`src/logic/ppfh_pkg.sv`:
```
// Purpose: constants for the forward parallel port handshake block
// Assumes: 125 MHz system clock
// Notes:   times in ns, cycle counts derived from the clock period
package ppfh_pkg;
    localparam int CLK_PERIOD_NS   = 8;
    // fifo mode (compatible strobe) timing
    localparam int FIFO_SETUP_NS   = 600;
    localparam int FIFO_PULSE_NS   = 600;
    localparam int FIFO_GAP_NS     = 680;
    localparam int FIFO_SETUP_CYC  = (FIFO_SETUP_NS + CLK_PERIOD_NS - 1) / CLK_PERIOD_NS;
    localparam int FIFO_PULSE_CYC  = (FIFO_PULSE_NS + CLK_PERIOD_NS - 1) / CLK_PERIOD_NS;
    localparam int FIFO_GAP_CYC    = (FIFO_GAP_NS + CLK_PERIOD_NS - 1) / CLK_PERIOD_NS;
    // ecp forward timing
    localparam int ECP_DELAY_NS    = 80;
    localparam int ECP_DELAY_CYC   = (ECP_DELAY_NS + CLK_PERIOD_NS - 1) / CLK_PERIOD_NS;
    // epp wait filter and command delay
    localparam int WAIT_SETTLE_NS  = 50;
    localparam int WAIT_SETTLE_CYC = (WAIT_SETTLE_NS + CLK_PERIOD_NS - 1) / CLK_PERIOD_NS;
    localparam int EPP_CMD_MIN_NS  = 60;
    localparam int EPP_CMD_CYC     = (EPP_CMD_MIN_NS + CLK_PERIOD_NS - 1) / CLK_PERIOD_NS;
    localparam int CNT_W           = 8;
    // transfer modes
    localparam logic [1:0] MODE_FIFO = 2'h0;
    localparam logic [1:0] MODE_ECP  = 2'h1;
    localparam logic [1:0] MODE_EPP  = 2'h2;
    typedef enum logic [2:0] {
        PPFH_IDLE, PPFH_SETUP, PPFH_STROBE, PPFH_WAIT_ACK, PPFH_RELEASE, PPFH_WAIT_DONE
    } ppfh_state_t;
endpackage

```
`src/logic/ppfh_core.sv`:
```
// Purpose: forward transfers for fifo, ecp and epp 1.9 write modes
// Assumes: pins synchronous to sys_clk_in, synchronous active-high reset
// Notes:   the byte source is a valid/ready stream fed by dma logic upstream
`timescale 1ns/1ps
`default_nettype none
module ppfh_core (
    // clock and reset
    input  wire  logic                  sys_clk_in,
    input  wire  logic                  reset_in,
    // mode select
    input  wire  logic [1:0]            mode_in,
    // byte stream from the dma side
    input  wire  logic [7:0]            byte_data_in,
    input  wire  logic                  byte_valid_in,
    output logic                        byte_ready_out,
    // peripheral pins
    input  wire  logic                  busy_in,
    input  wire  logic                  n_ack_in,
    input  wire  logic                  n_fault_in,
    input  wire  logic                  n_wait_in,
    output logic [7:0]                  port_data_lines_out,
    output logic                        n_strobe_out,
    output logic                        n_write_out,
    // status
    output logic                        reverse_req_out,
    output logic                        done_out
);
    import ppfh_pkg::*;

    ppfh_state_t          state_r;
    logic [CNT_W-1:0]     cnt_r;
    logic                 wait_raw_r;
    logic [CNT_W-1:0]     wait_cnt_r;
    logic                 wait_ok_r;   // settled nwait, active high = asserted low
    logic                 take;

    function automatic logic [CNT_W-1:0] cyc(input int n);
        cyc = CNT_W'(n);
    endfunction

    // every mode needs busy low to take a byte; epp also waits for settled nwait released
    assign take = (state_r == PPFH_IDLE) && byte_valid_in && !busy_in
                  && (mode_in != MODE_EPP || !wait_ok_r);

    // nwait ringing filter: settle after a run of stable samples
    always_ff @(posedge sys_clk_in) begin
        if (reset_in) begin
            wait_raw_r <= 1'b1;
            wait_cnt_r <= '0;
            wait_ok_r  <= 1'b0;
        end else begin
            wait_raw_r <= n_wait_in;
            if (n_wait_in != wait_raw_r) begin
                wait_cnt_r <= '0;
            end else if (wait_cnt_r < cyc(WAIT_SETTLE_CYC)) begin
                wait_cnt_r <= wait_cnt_r + 1'b1;
            end else begin
                wait_ok_r <= !wait_raw_r;
            end
        end
    end

    // reverse request is only a reported level; no direction change here
    always_ff @(posedge sys_clk_in) begin
        if (reset_in) begin
            reverse_req_out <= 1'b0;
        end else begin
            reverse_req_out <= (mode_in == MODE_ECP) && !n_fault_in;
        end
    end

    // main handshake engine; n_ack_in deliberately unused in every mode
    always_ff @(posedge sys_clk_in) begin
        if (reset_in) begin
            state_r             <= PPFH_IDLE;
            cnt_r               <= '0;
            port_data_lines_out <= 8'h00;
            n_strobe_out        <= 1'b1;
            n_write_out         <= 1'b1;
            byte_ready_out      <= 1'b0;
            done_out            <= 1'b0;
        end else begin
            byte_ready_out <= 1'b0;
            done_out       <= 1'b0;
            unique case (state_r)
                PPFH_IDLE: begin
                    n_strobe_out <= 1'b1;
                    n_write_out  <= 1'b1;
                    cnt_r        <= '0;
                    if (take) begin
                        port_data_lines_out <= byte_data_in;
                        byte_ready_out      <= 1'b1;
                        if (mode_in == MODE_EPP) begin
                            n_write_out <= 1'b0;
                        end
                        state_r <= PPFH_SETUP;
                    end
                end
                PPFH_SETUP: begin
                    // data held before strobe falls
                    cnt_r <= cnt_r + 1'b1;
                    if (mode_in == MODE_EPP) begin
                        // settled wait asserted, then delay into the window
                        if (!wait_ok_r) begin
                            cnt_r <= '0;
                        end else if (cnt_r >= cyc(EPP_CMD_CYC)) begin
                            n_strobe_out <= 1'b0;
                            cnt_r        <= '0;
                            state_r      <= PPFH_WAIT_ACK;
                        end
                    end else if (cnt_r >= cyc(mode_in == MODE_FIFO ? FIFO_SETUP_CYC
                                                                     : ECP_DELAY_CYC)) begin
                        n_strobe_out <= 1'b0;
                        cnt_r        <= '0;
                        state_r      <= PPFH_STROBE;
                    end
                end
                PPFH_STROBE: begin
                    // fifo mode holds a minimum pulse; ecp waits busy high
                    cnt_r <= cnt_r + 1'b1;
                    if (mode_in == MODE_FIFO ? (cnt_r >= cyc(FIFO_PULSE_CYC))
                                             : busy_in) begin
                        cnt_r   <= '0;
                        state_r <= PPFH_RELEASE;
                    end
                end
                PPFH_WAIT_ACK: begin
                    // epp: command held until settled wait deasserts
                    if (wait_ok_r) begin
                        cnt_r <= '0;
                    end else begin
                        cnt_r <= cnt_r + 1'b1;
                        if (cnt_r >= cyc(EPP_CMD_CYC)) begin
                            n_strobe_out <= 1'b1;
                            n_write_out  <= 1'b1;
                            done_out     <= 1'b1;
                            state_r      <= PPFH_IDLE;
                        end
                    end
                end
                PPFH_RELEASE: begin
                    // ecp spaces strobe release off busy assertion
                    cnt_r <= cnt_r + 1'b1;
                    if (mode_in == MODE_FIFO || cnt_r >= cyc(ECP_DELAY_CYC)) begin
                        n_strobe_out <= 1'b1;
                        cnt_r        <= '0;
                        state_r      <= PPFH_WAIT_DONE;
                    end
                end
                PPFH_WAIT_DONE: begin
                    // next byte only after busy low; fifo adds the busy-to-strobe gap
                    if (busy_in) begin
                        cnt_r <= '0;
                    end else begin
                        cnt_r <= cnt_r + 1'b1;
                        if (mode_in != MODE_FIFO || cnt_r >= cyc(FIFO_GAP_CYC
                                                                  - FIFO_SETUP_CYC)) begin
                            done_out <= 1'b1;
                            state_r  <= PPFH_IDLE;
                        end
                    end
                end
            endcase
        end
    end

    // assertion helpers: how long the data has stood and the strobe has been low;
    // both saturate, so a long epp command cannot wrap into a false short count
    logic [7:0]           data_seen_r;
    logic [CNT_W-1:0]     data_age_r;
    logic [CNT_W-1:0]     low_age_r;

    // data age restarts on any change of the lines
    always_ff @(posedge sys_clk_in) begin
        if (reset_in) begin
            data_seen_r <= 8'h00;
            data_age_r  <= '0;
        end else begin
            data_seen_r <= port_data_lines_out;
            if (port_data_lines_out != data_seen_r) begin
                data_age_r <= '0;
            end else if (data_age_r != '1) begin
                data_age_r <= data_age_r + 1'b1;
            end
        end
    end

    // strobe age counts low cycles, cleared while the strobe is high
    always_ff @(posedge sys_clk_in) begin
        if (reset_in) begin
            low_age_r <= '0;
        end else if (n_strobe_out) begin
            low_age_r <= '0;
        end else if (low_age_r != '1) begin
            low_age_r <= low_age_r + 1'b1;
        end
    end

    // idle strobe stays high
    AST_IDLE_STROBE: assert property (@(posedge sys_clk_in) disable iff (reset_in)
        (state_r == PPFH_IDLE && $past(state_r) == PPFH_IDLE) |-> n_strobe_out)
        else $error("strobe low while idle");
    // transfer begins only from idle
    AST_FROM_IDLE: assert property (@(posedge sys_clk_in) disable iff (reset_in)
        $rose(byte_ready_out) |-> $past(state_r) == PPFH_IDLE)
        else $error("transfer not started from idle");
    // strobe falls only after a setup phase
    AST_STROBE_FALL: assert property (@(posedge sys_clk_in) disable iff (reset_in)
        $fell(n_strobe_out) |-> $past(state_r) == PPFH_SETUP)
        else $error("strobe fell outside setup");
    // data stable during the strobe
    AST_DATA_STABLE: assert property (@(posedge sys_clk_in) disable iff (reset_in)
        (!n_strobe_out && $past(!n_strobe_out)) |-> $stable(port_data_lines_out))
        else $error("data moved during strobe");
    // ecp strobe rises only out of the release state, with busy still high
    AST_ECP_RELEASE: assert property (@(posedge sys_clk_in) disable iff (reset_in)
        ($rose(n_strobe_out) && mode_in == MODE_ECP && state_r == PPFH_WAIT_DONE)
        |-> $past(state_r) == PPFH_RELEASE && $past(busy_in))
        else $error("ecp strobe released early");
    // settled flag needs stable input
    AST_WAIT_FILTER: assert property (@(posedge sys_clk_in) disable iff (reset_in)
        $changed(wait_ok_r) |-> $past(n_wait_in, 2) == $past(n_wait_in))
        else $error("wait settled on a transition");
    // write line high when no epp write
    AST_WRITE_IDLE: assert property (@(posedge sys_clk_in) disable iff (reset_in)
        (mode_in != MODE_EPP && $past(mode_in) != MODE_EPP && state_r != PPFH_IDLE)
        |-> n_write_out)
        else $error("write active outside epp");
    // epp command asserts only with settled wait
    AST_EPP_CMD: assert property (@(posedge sys_clk_in) disable iff (reset_in)
        ($fell(n_strobe_out) && mode_in == MODE_EPP) |-> $past(wait_ok_r))
        else $error("command without settled wait");
    // epp command drops only after wait released
    AST_EPP_REL: assert property (@(posedge sys_clk_in) disable iff (reset_in)
        ($rose(n_strobe_out) && $past(state_r) == PPFH_WAIT_ACK) |-> !$past(wait_ok_r))
        else $error("command dropped under wait");
    // write line is low only inside the epp setup and command states
    AST_WRITE_OUTSIDE: assert property (@(posedge sys_clk_in) disable iff (reset_in)
        (state_r != PPFH_SETUP && state_r != PPFH_WAIT_ACK) |-> n_write_out)
        else $error("write low outside a write cycle");
    // a byte is only taken while busy is low
    AST_TAKE_NOT_BUSY: assert property (@(posedge sys_clk_in) disable iff (reset_in)
        $rose(byte_ready_out) |-> !$past(busy_in))
        else $error("byte taken under busy");
    // a finished transfer leaves the port idle with the strobe high
    AST_DONE_IDLE: assert property (@(posedge sys_clk_in) disable iff (reset_in)
        done_out |-> (state_r == PPFH_IDLE && n_strobe_out))
        else $error("transfer ended away from idle");
    // reverse request follows fault one cycle later, in ecp mode only
    AST_REVERSE_ECP: assert property (@(posedge sys_clk_in) disable iff (reset_in)
        reverse_req_out == ($past(mode_in) == MODE_ECP && !$past(n_fault_in)))
        else $error("reverse request wrong");
    // every strobe fall has at least the ecp setup behind it
    AST_SETUP_ALL: assert property (@(posedge sys_clk_in) disable iff (reset_in)
        $fell(n_strobe_out) |-> data_age_r >= cyc(ECP_DELAY_CYC))
        else $error("strobe fell on fresh data");
    // fifo strobe falls only after the full setup time
    AST_FIFO_SETUP: assert property (@(posedge sys_clk_in) disable iff (reset_in)
        ($fell(n_strobe_out) && mode_in == MODE_FIFO) |-> data_age_r >= cyc(FIFO_SETUP_CYC))
        else $error("fifo setup too short");
    // fifo strobe pulse keeps its minimum width
    AST_FIFO_PULSE: assert property (@(posedge sys_clk_in) disable iff (reset_in)
        ($rose(n_strobe_out) && mode_in == MODE_FIFO) |-> low_age_r >= cyc(FIFO_PULSE_CYC))
        else $error("fifo strobe pulse too short");
    // ecp release waits out the busy spacing, with busy high ECP_DELAY_CYC cycles before the release
    AST_ECP_HOLD: assert property (@(posedge sys_clk_in) disable iff (reset_in)
        ($rose(n_strobe_out) && mode_in == MODE_ECP) |-> $past(busy_in, ECP_DELAY_CYC))
        else $error("ecp release without busy");
    // epp command waits the minimum delay after the settled wait
    AST_EPP_SETTLE: assert property (@(posedge sys_clk_in) disable iff (reset_in)
        ($fell(n_strobe_out) && mode_in == MODE_EPP) |-> $past(wait_ok_r, EPP_CMD_CYC))
        else $error("epp command too early");
    // epp command release waits the minimum delay after wait drops
    AST_EPP_HOLDOFF: assert property (@(posedge sys_clk_in) disable iff (reset_in)
        ($rose(n_strobe_out) && mode_in == MODE_EPP) |-> !$past(wait_ok_r, EPP_CMD_CYC))
        else $error("epp release too early");

    // main scenarios: one transfer per mode, a reverse request and a ringing wait
    COV_FIFO_XFER: cover property (@(posedge sys_clk_in) done_out && mode_in == MODE_FIFO);
    COV_ECP_XFER:  cover property (@(posedge sys_clk_in) done_out && mode_in == MODE_ECP);
    COV_EPP_XFER:  cover property (@(posedge sys_clk_in) done_out && mode_in == MODE_EPP);
    COV_REVERSE:   cover property (@(posedge sys_clk_in) reverse_req_out);
    COV_WAIT_RING: cover property (@(posedge sys_clk_in)
        mode_in == MODE_EPP && state_r == PPFH_SETUP && n_wait_in != wait_raw_r);
endmodule
`default_nettype wire

```
`config.mk`:
```
export PLATFORM = sky130hd
export DESIGN_NAME = ppfh_core
export DESIGN_NICKNAME = d
export VERILOG_FILES = /design/src/logic/ppfh_pkg.sv /design/src/logic/ppfh_core.sv
export SDC_FILE = /design/constraint.sdc
export NUM_CORES = 1
export LEC_CHECK = 0
export BUFFER_PORTS_ARGS = -buffer_cell sky130_fd_sc_hd__buf_2
export CAP_MARGIN = 20
export CORE_MARGIN = 2
export CORE_UTILIZATION = 45
export DETAILED_ROUTE_END_ITERATION = 10
export PLACE_DENSITY = 0.65
export SETUP_SLACK_MARGIN = 0.2
export SLEW_MARGIN = 20
export SYNTH_ARGS = -nofsm -noshare
export SYNTH_HDL_FRONTEND = slang
export SYNTH_SLANG_ARGS = --single-unit
export TNS_END_PERCENT = 1
```
`constraint.sdc`:
```
create_clock -name sys_clk_in -period 5.75 [get_ports sys_clk_in]
set_input_delay 1.15 -clock sys_clk_in [delete_from_list [all_inputs] [get_ports sys_clk_in]]
set_output_delay 1.15 -clock sys_clk_in [all_outputs]
set_load 0.05 [all_outputs]
```
==> key figures, run 1 <==
Floorplan
  – Io pins: 30
  – Row count: 21
  – Core Area: 3390 um2
  – Starting density of the core: 0.472
  – Die height: 63.7 um
  – Die area: 4050 um2
  – Die width: 63.7 um

GRT
  – Vias in the first global route: 1,279
  – Largest net degree at the start of global routing: 17
  – Initial antenna violation count: 0
  – GR Util met3: 0.0607
  – GRT busiest layer: met2
  – Grt met1 use: 0.217
  – Tot GR Track Use: 0.181
  – GR Util met2: 0.296
  – Global route overflow: 0
  – First-pass GRT wire length: 5.65 mm

Hold path
  – Hold endpoint: cnt_r[0]
  – WHS Path Cells: 1
  – Hold_sp: cnt_r[0]
  – Hold WC Path Type: register to register

Synth
  – Synthesis Warnings: 0
  – Post-Synth Simple-Gate Area: 0.244
  – Net count after synthesis: 205
  – Avg Cell Area, Syn: 8.75 um2
  – Cell Area, Synth: 1600 um2
  – Main combinational cell family by area after synthesis: simple AND/OR/NAND/NOR gates
  – Post-synthesis mux area share: 0.0563
  – Post-synthesis compound-gate area fraction: 0.141
  – Post-synthesis cell count: 183
  – Register area share after synthesis: 0.425
  – Top FF cell, synth: dfxtp_1
  – Post-synthesis async set-or-reset flop share: 0
  – #FFs+latches synth: 34
  – Post-Synth XOR/XNOR Area: 0.0492
  – EDFF count, synth: 0
  – Yosys cell types: 43
  – Adder-Cell Fraction of Synth Area: 0.0391

Pwr
  – Pleak: 0.000809 uW
  – Worst VDD drop: 0.000151 V
  – Pwr dens: 280 nW/um2

Clock tree
  – Clock Tree Root: clkbuf_4
  – Post CTS Setup Buffer Count: 0
  – CTS H-tree lvls: 2
  – Clock latency on the worst-skew pair: 340 ps
  – # hold bufs at CTS: 0
  – CTS clk-pin slew, worst paths: 100 ps
  – Clock Path Buffers: 2
  – # resized after CTS: 0
  – CTS buffer count: 5
  – CTS tree: built
  – Clock sink count: 34

Setup path
  – RR Endpoint: state_r[0]
  – Worst Path Max Fanout: 5
  – Crit-path leading delay family: simple AND/OR/NAND/NOR gates
  – WP data required: 5980 ps
  – Worst path max stage delay: 490 ps
  – Crit end category: register
  – Minimum setup slack among reg-to-reg paths: 3550 ps
  – CP arrival: 3050 ps
  – Worst setup path class: primary input to register
  – Number of cells on the worst reg-to-reg path: 6
  – Worst R2R Start: state_r[0]
  – Crit path buffers/inverters: 2
  – Crit path cell chain: buf_2 -> or2_2 -> inv_1 -> ha_1 -> nor2b_1 -> o21ai_0 -> a21oi_1 -> nor3_1 -> a211oi_1 -> a41o_1
  – Slowest stage cell on the critical path: nor3_1
  – CP Launch Type: primary input

Layout
  – Layout cells sized above 1: 0.194
  – Synth-to-Final Area Change: 15.1%
  – N_diodes: 0
  – Number of fill cells in the layout: 332
  – Net count, final: 232
  – Final non-filler cell total: 257

STA
  – Final Critical Period: 2820 ps
  – Final setup TNS: 0 ps
  – Worst slew pin tran: 535 ps
  – Slew Viols, Final: 0
  – WHS: 470 ps
  – RSZ-0062 raised after global routing: false
  – Final Cycle Share: 0.491
  – Worst Skew: 9.63 ps
  – Final Hold Vio Count: 0
  – Final setup violation count: 0
  – Max_slew headroom: 0.640
  – Fmax: 355 MHz

Detailed routing
  – Detailed Route Iter0 Violations: 78
  – Pre-antenna DRT Iters: 4
  – DRT antenna net count: 0
  – Total number of vias: 1,367
  – Residual DRC count: 0
  – Avg WL per Cell: 13.0 um
  – Final wirelength: 3.33 mm
  – Vias per std cell: 5.32

Placed design
  – Post-Place Cells: 249
  – I/O Buffers: 28
  – Dpl hpwl: 2.50 mm
  – Gpl congestion: 0.843

Job
  – Max-Cap Viols: 0

Run status
  – Status: complete, no violations
metal layers:
| metal | routed length [um] | share of wire | vias up |
|---|---|---|---|
| met2 | 1540 | 0.46 | 45 |
| met1 | 1470 | 0.44 | 625 |
| met3 | 241 | 0.072 | 8 |
| li1 | - | - | 689 |
| met5 | 0 | 0 | - |
| met4 | 72 | 0.022 | 0 |
sequential cells by signal (all words and copies together), names as in the netlist:
| name | cells |
|---|---|
| wait_cnt_r | 8 |
| done_out | 1 |
| reverse_req_out | 1 |
| port_data_lines_out | 8 |
| state_r | 3 |
| byte_ready_out | 1 |
| n_write_out | 1 |
| n_strobe_out | 1 |
| wait_ok_r | 1 |
| cnt_r | 8 |
| wait_raw_r | 1 |
report_power, final:
group	internal [uW]	switching [uW]	total [uW]
registers	245	10.7	256
clock network	91.7	81.8	173
logic	31.0	56.6	87.6
total	368	149	517
synthesized netlist by cell type, types with 2 or more instances:
master    count  area (um2)
o21ai_0       3        15.0
xor2_1        5        43.8
nand3_1       5        25.0
mux2i_1       9        90.1
inv_1         9        33.8
nor4_1        2        12.5
a211oi_1      4        30.0
or4_1         2        15.0
nor2_1       30         113
nor2b_1       4        25.0
nor3_1        5        25.0
and3_1        4        25.0
ha_1          5        62.6
dfxtp_1      34         681
xnor2_1       4        35.0
or2_2         2        12.5
a21oi_1      10        50.1
nand2b_1      4        25.0
o21a_1        2        15.0
nand2_1      10        37.5
a31oi_1       3        18.8
clkbuf_1      6        22.5
cells by family after synthesis:
group,after synthesis
AND/OR/NAND/NOR,77
flip-flops,34
AO/OA/AOI/OAI,31
buffers and inverters,18
XOR/XNOR,9
multiplexers,9
adder cells (fa/ha/maj),5
worst max-delay path by stage:
stage                          start          to  depth (start not counted)
after floorplan           mode_in[1]  state_r[0]                          8
after global placement    mode_in[1]  state_r[0]                         10
after detailed placement  mode_in[1]  state_r[0]                         10
after CTS                 mode_in[1]  state_r[0]                         10
after global routing      mode_in[1]  state_r[2]                         10
final                     mode_in[1]  state_r[0]                         10
stage by stage:
step / total power, uW / utilization / worst slack [ps] / cell area (um2)
floorplan: 328 / - / 2850 / 1600
global placement: 346 / 0.520 / 2610 / 1760
detailed placement: 348 / 0.520 / 2620 / 1760
CTS: 524 / 0.544 / 2970 / 1840
global route: 541 / 0.544 / 2750 / 1840
finish: 517 / 0.544 / 2930 / 1840
layout make-up:
cell class	count	area (um2)	area share
well taps	46	57.6	0.0312
clock buffers	6	41.3	0.0224
inverters	10	37.5	0.0204
multi-input cells	131	848	0.460
clock inverters	2	37.5	0.0204
flip-flops and latches	34	681	0.369
repair buffers	28	140	0.0760
placed cells by master (no fill, tap or decap), types with 2 or more instances in the layout:
cell / count
dfxtp_1: 34
a211oi_1: 4
and3_1: 4
or2_2: 2
clkbuf_4: 5
a21oi_1: 10
xor2_1: 5
nand2_1: 10
o21ai_0: 3
nand2b_1: 4
nand3_1: 5
ha_1: 5
buf_2: 28
inv_1: 9
o21a_1: 2
nor4_1: 2
or4_1: 2
xnor2_1: 4
a31oi_1: 3
nor2_1: 30
mux2i_1: 9
nor2b_1: 4
nor3_1: 5
(Power assumes the default switching activity.)
==> run 2: changes to the inputs <==
--- a/config.mk
+++ b/config.mk
@@ -10,7 +10,7 @@
 export CORE_MARGIN = 2
 export CORE_UTILIZATION = 45
 export DETAILED_ROUTE_END_ITERATION = 10
-export PLACE_DENSITY = 0.65
+export PLACE_DENSITY = 0.67
 export SETUP_SLACK_MARGIN = 0.2
 export SLEW_MARGIN = 20
 export SYNTH_ARGS = -nofsm -noshare
==> constraint.sdc (replaced) <==
create_clock -name sys_clk_in -period 2.3 [get_ports sys_clk_in]
set_input_delay 0.46 -clock sys_clk_in [delete_from_list [all_inputs] [get_ports sys_clk_in]]
set_output_delay 0.46 -clock sys_clk_in [all_outputs]
set_load 0.05 [all_outputs]
==> run 2 against run 1 <==
  * Register-to-register slack worse by 3300 ps
  * Sequential power increased by 140%
  * Via count up 1.2%
  * Sequential share of layout area fell by 0.97 points
  * Clock skew decreased by 1.5 ps
  * Critical endpoint unchanged
  * Largest cell class unchanged
==> key figures, run 2 (same netlist as run 1, synthesis figures left out) <==
Run status
  – Status: complete, no violations

Floorplan
  – Die width: 63.7 um (unchanged)
  – Die height: 63.7 um (unchanged)
  – Die area: 4050 um2 (unchanged)
  – Core Area: 3390 um2 (unchanged)
  – Io pins: 30 (unchanged)
  – Row count: 21 (unchanged)
  – Starting density of the core: 0.472 (unchanged)

GRT
  – Initial antenna violation count: 0 (unchanged)
  – Tot GR Track Use: 0.182 (+0.000888)
  – Global route overflow: 0 (unchanged)
  – Vias in the first global route: 1,334 (+4.3%)
  – First-pass GRT wire length: 5.82 mm (+3.0%)
  – Largest net degree at the start of global routing: 17 (unchanged)

STA
  – Fmax: 485 MHz
  – Final setup TNS: 0 ps (unchanged)
  – Final Cycle Share: 0.896
  – RSZ-0062 raised after global routing: false
  – Final setup violation count: 0 (unchanged)
  – Max_slew headroom: 0.644 (+0.00389)
  – Worst slew pin tran: 529 ps (-6.59 ps)
  – Final Critical Period: 2060 ps
  – Worst Skew: 8.14 ps (-1.49 ps)
  – Final Hold Vio Count: 0 (unchanged)
  – Slew Viols, Final: 0 (unchanged)

Clock tree
  – Clock latency on the worst-skew pair: 330 ps (about the same)
  – CTS clk-pin slew, worst paths: 100 ps (about the same)
  – Clock sink count: 34 (unchanged)
  – CTS tree: built
  – CTS buffer count: 5 (unchanged)
  – # hold bufs at CTS: 0 (unchanged)
  – Clock Path Buffers: 2 (unchanged)
  – CTS H-tree lvls: 2 (unchanged)
  – Clock Tree Root: clkbuf_4

Setup path
  – WP data required: 2580 ps (-3400 ps)
  – Worst Path Max Fanout: 5 (unchanged)
  – Worst path max stage delay: 550 ps (+60 ps)
  – CP Launch Type: register
  – Crit end category: register
  – CP arrival: 2340 ps (-710 ps)
  – Crit-path leading delay family: simple AND/OR/NAND/NOR gates
  – Critical path depth in cells: 6 (-4)
  – Slowest stage cell on the critical path: or4_4
  – Worst setup path class: register to register
  – Crit path cell chain: or4_4 -> or2_4 -> a2111oi_4 -> nor3_2 -> a211oi_2 -> a41o_1
  – Crit path buffers/inverters: 0 (-2)
  – Number of cells on the worst reg-to-reg path: 6 (unchanged)

Layout
  – Storage cell area: 686 um2 (+0.74%)
  – Commonest non-fill, non-tap cell in the layout: dfxtp_1
  – Top flop regs: cnt_r: 8 flops, port_data_lines_out: 8 flops, wait_cnt_r: 8 flops
  – Layout cells sized above 1: 0.252 (+0.0580)
  – Number of fill cells in the layout: 301 (-9.3%)
  – Net count, final: 236 (+1.7%)
  – Final non-filler cell total: 260 (+1.2%)
  – Most frequent cells in the layout: dfxtp_1, nor2_1, buf_2, nand2_1
  – N_diodes: 0 (unchanged)
  – Multi-input gate area: 875 um2 (+3.1%)
  – Synth-to-Final Area Change: 19.1%

Pwr
  – Pleak: 0.000840 uW (+3.8%)
  – Combinational Power Share: 0.191 (+0.022)
  – Sequential power share: 0.474 (-0.021)
  – Worst VDD drop: 0.000373 V (+150%)
  – Pwr dens: 692 nW/um2 (+150%)
  – Clk pwr share: 0.336 (about the same)
  – Pint: 954 uW (+160%)
  – Switch share: 0.277 (-0.0116)
  – Switching pwr: 365 uW (+140%)

Placed design
  – Dpl hpwl: 2.60 mm (+4.0%)
  – I/O Buffers: 28 (unchanged)
  – Gpl congestion: 0.873 (+3.5%)
  – Post-Place Cells: 252 (+1.2%)

Detailed routing
  – Detailed Route Iter0 Violations: 47 (-40%)
  – Total number of vias: 1,383 (+1.2%)
  – Residual DRC count: 0 (unchanged)
  – Avg WL per Cell: 13.2 um (+1.7%)
  – Final wirelength: 3.42 mm (+2.9%)
  – Pre-antenna DRT Iters: 4 (unchanged)
  – Vias per std cell: 5.32 (about the same)
  – DRT antenna net count: 0 (unchanged)

Hold path
  – WHS Path Cells: 2 (+1)
  – Hold WC Path Type: primary input to register

Job
  – Max-Cap Viols: 0 (unchanged)
run 2: cell type report:
class / count / share of cell area
Inverter: 10 / 0.0197
Sequential cell: 34 / 0.360
Multi-Input combinational cell: 131 / 0.459
Clock buffer: 6 / 0.0269
Clock inverter: 1 / 0.0157
Timing Repair Buffer: 32 / 0.0892
Tap cell: 46 / 0.0302
run 2: path summary, 6_finish.rpt:
kind | slack, ps | startpoint | endpoint
setup reg to reg | 240 | cnt_r[4] | state_r[0]
hold / removal | 280 | n_fault_in | reverse_req_out
setup / recovery | 240 | cnt_r[4] | state_r[0]
hold reg to reg | 490 | wait_cnt_r[3] | wait_cnt_r[3]
run 2: power by group through the flow:
stage	Sequential [uW]	Combinational [uW]	Clock (uW)
after floorplan	686	138	0
after global placement	638	240	0
after detailed placement	639	245	0
after CTS	626	246	461
after global routing	629	274	490
final	625	252	443
run 2: worst register-to-register path, delay by kind of cell (launching register included):
kind	cells	cell delay, ps
simple gates	3	950
flops	1	370
compound gates	3	710
run 2: metal layers:
layer	up-vias	part of all wire	GRT usage	routed length, um
met4	0	0.014	0.0652	48
met2	27	0.52	0.332	1770
met3	7	0.035	0.0464	121
li1	691	-	-	-
met1	658	0.43	0.202	1490
met5	-	0	0	0
run 2: metrics by stage:
stage	worst slack [ps]	utilization	instance area (um2)	hold slack, ps	power (uW)
after detailed placement	65.7	0.531	1800	475	885
after floorplan	224	-	1620	430	824
after global placement	78.5	0.531	1800	448	878
after global routing	189	0.563	1910	256	1390
final	239	0.563	1910	277	1320
after CTS	191	0.556	1880	266	1330
run 2: what timing repair did:
item,in CTS,in global routing
setup buffers,0,1
resized for setup,1,6
endpoints found under the setup margin,3,11
pin swaps,0,3
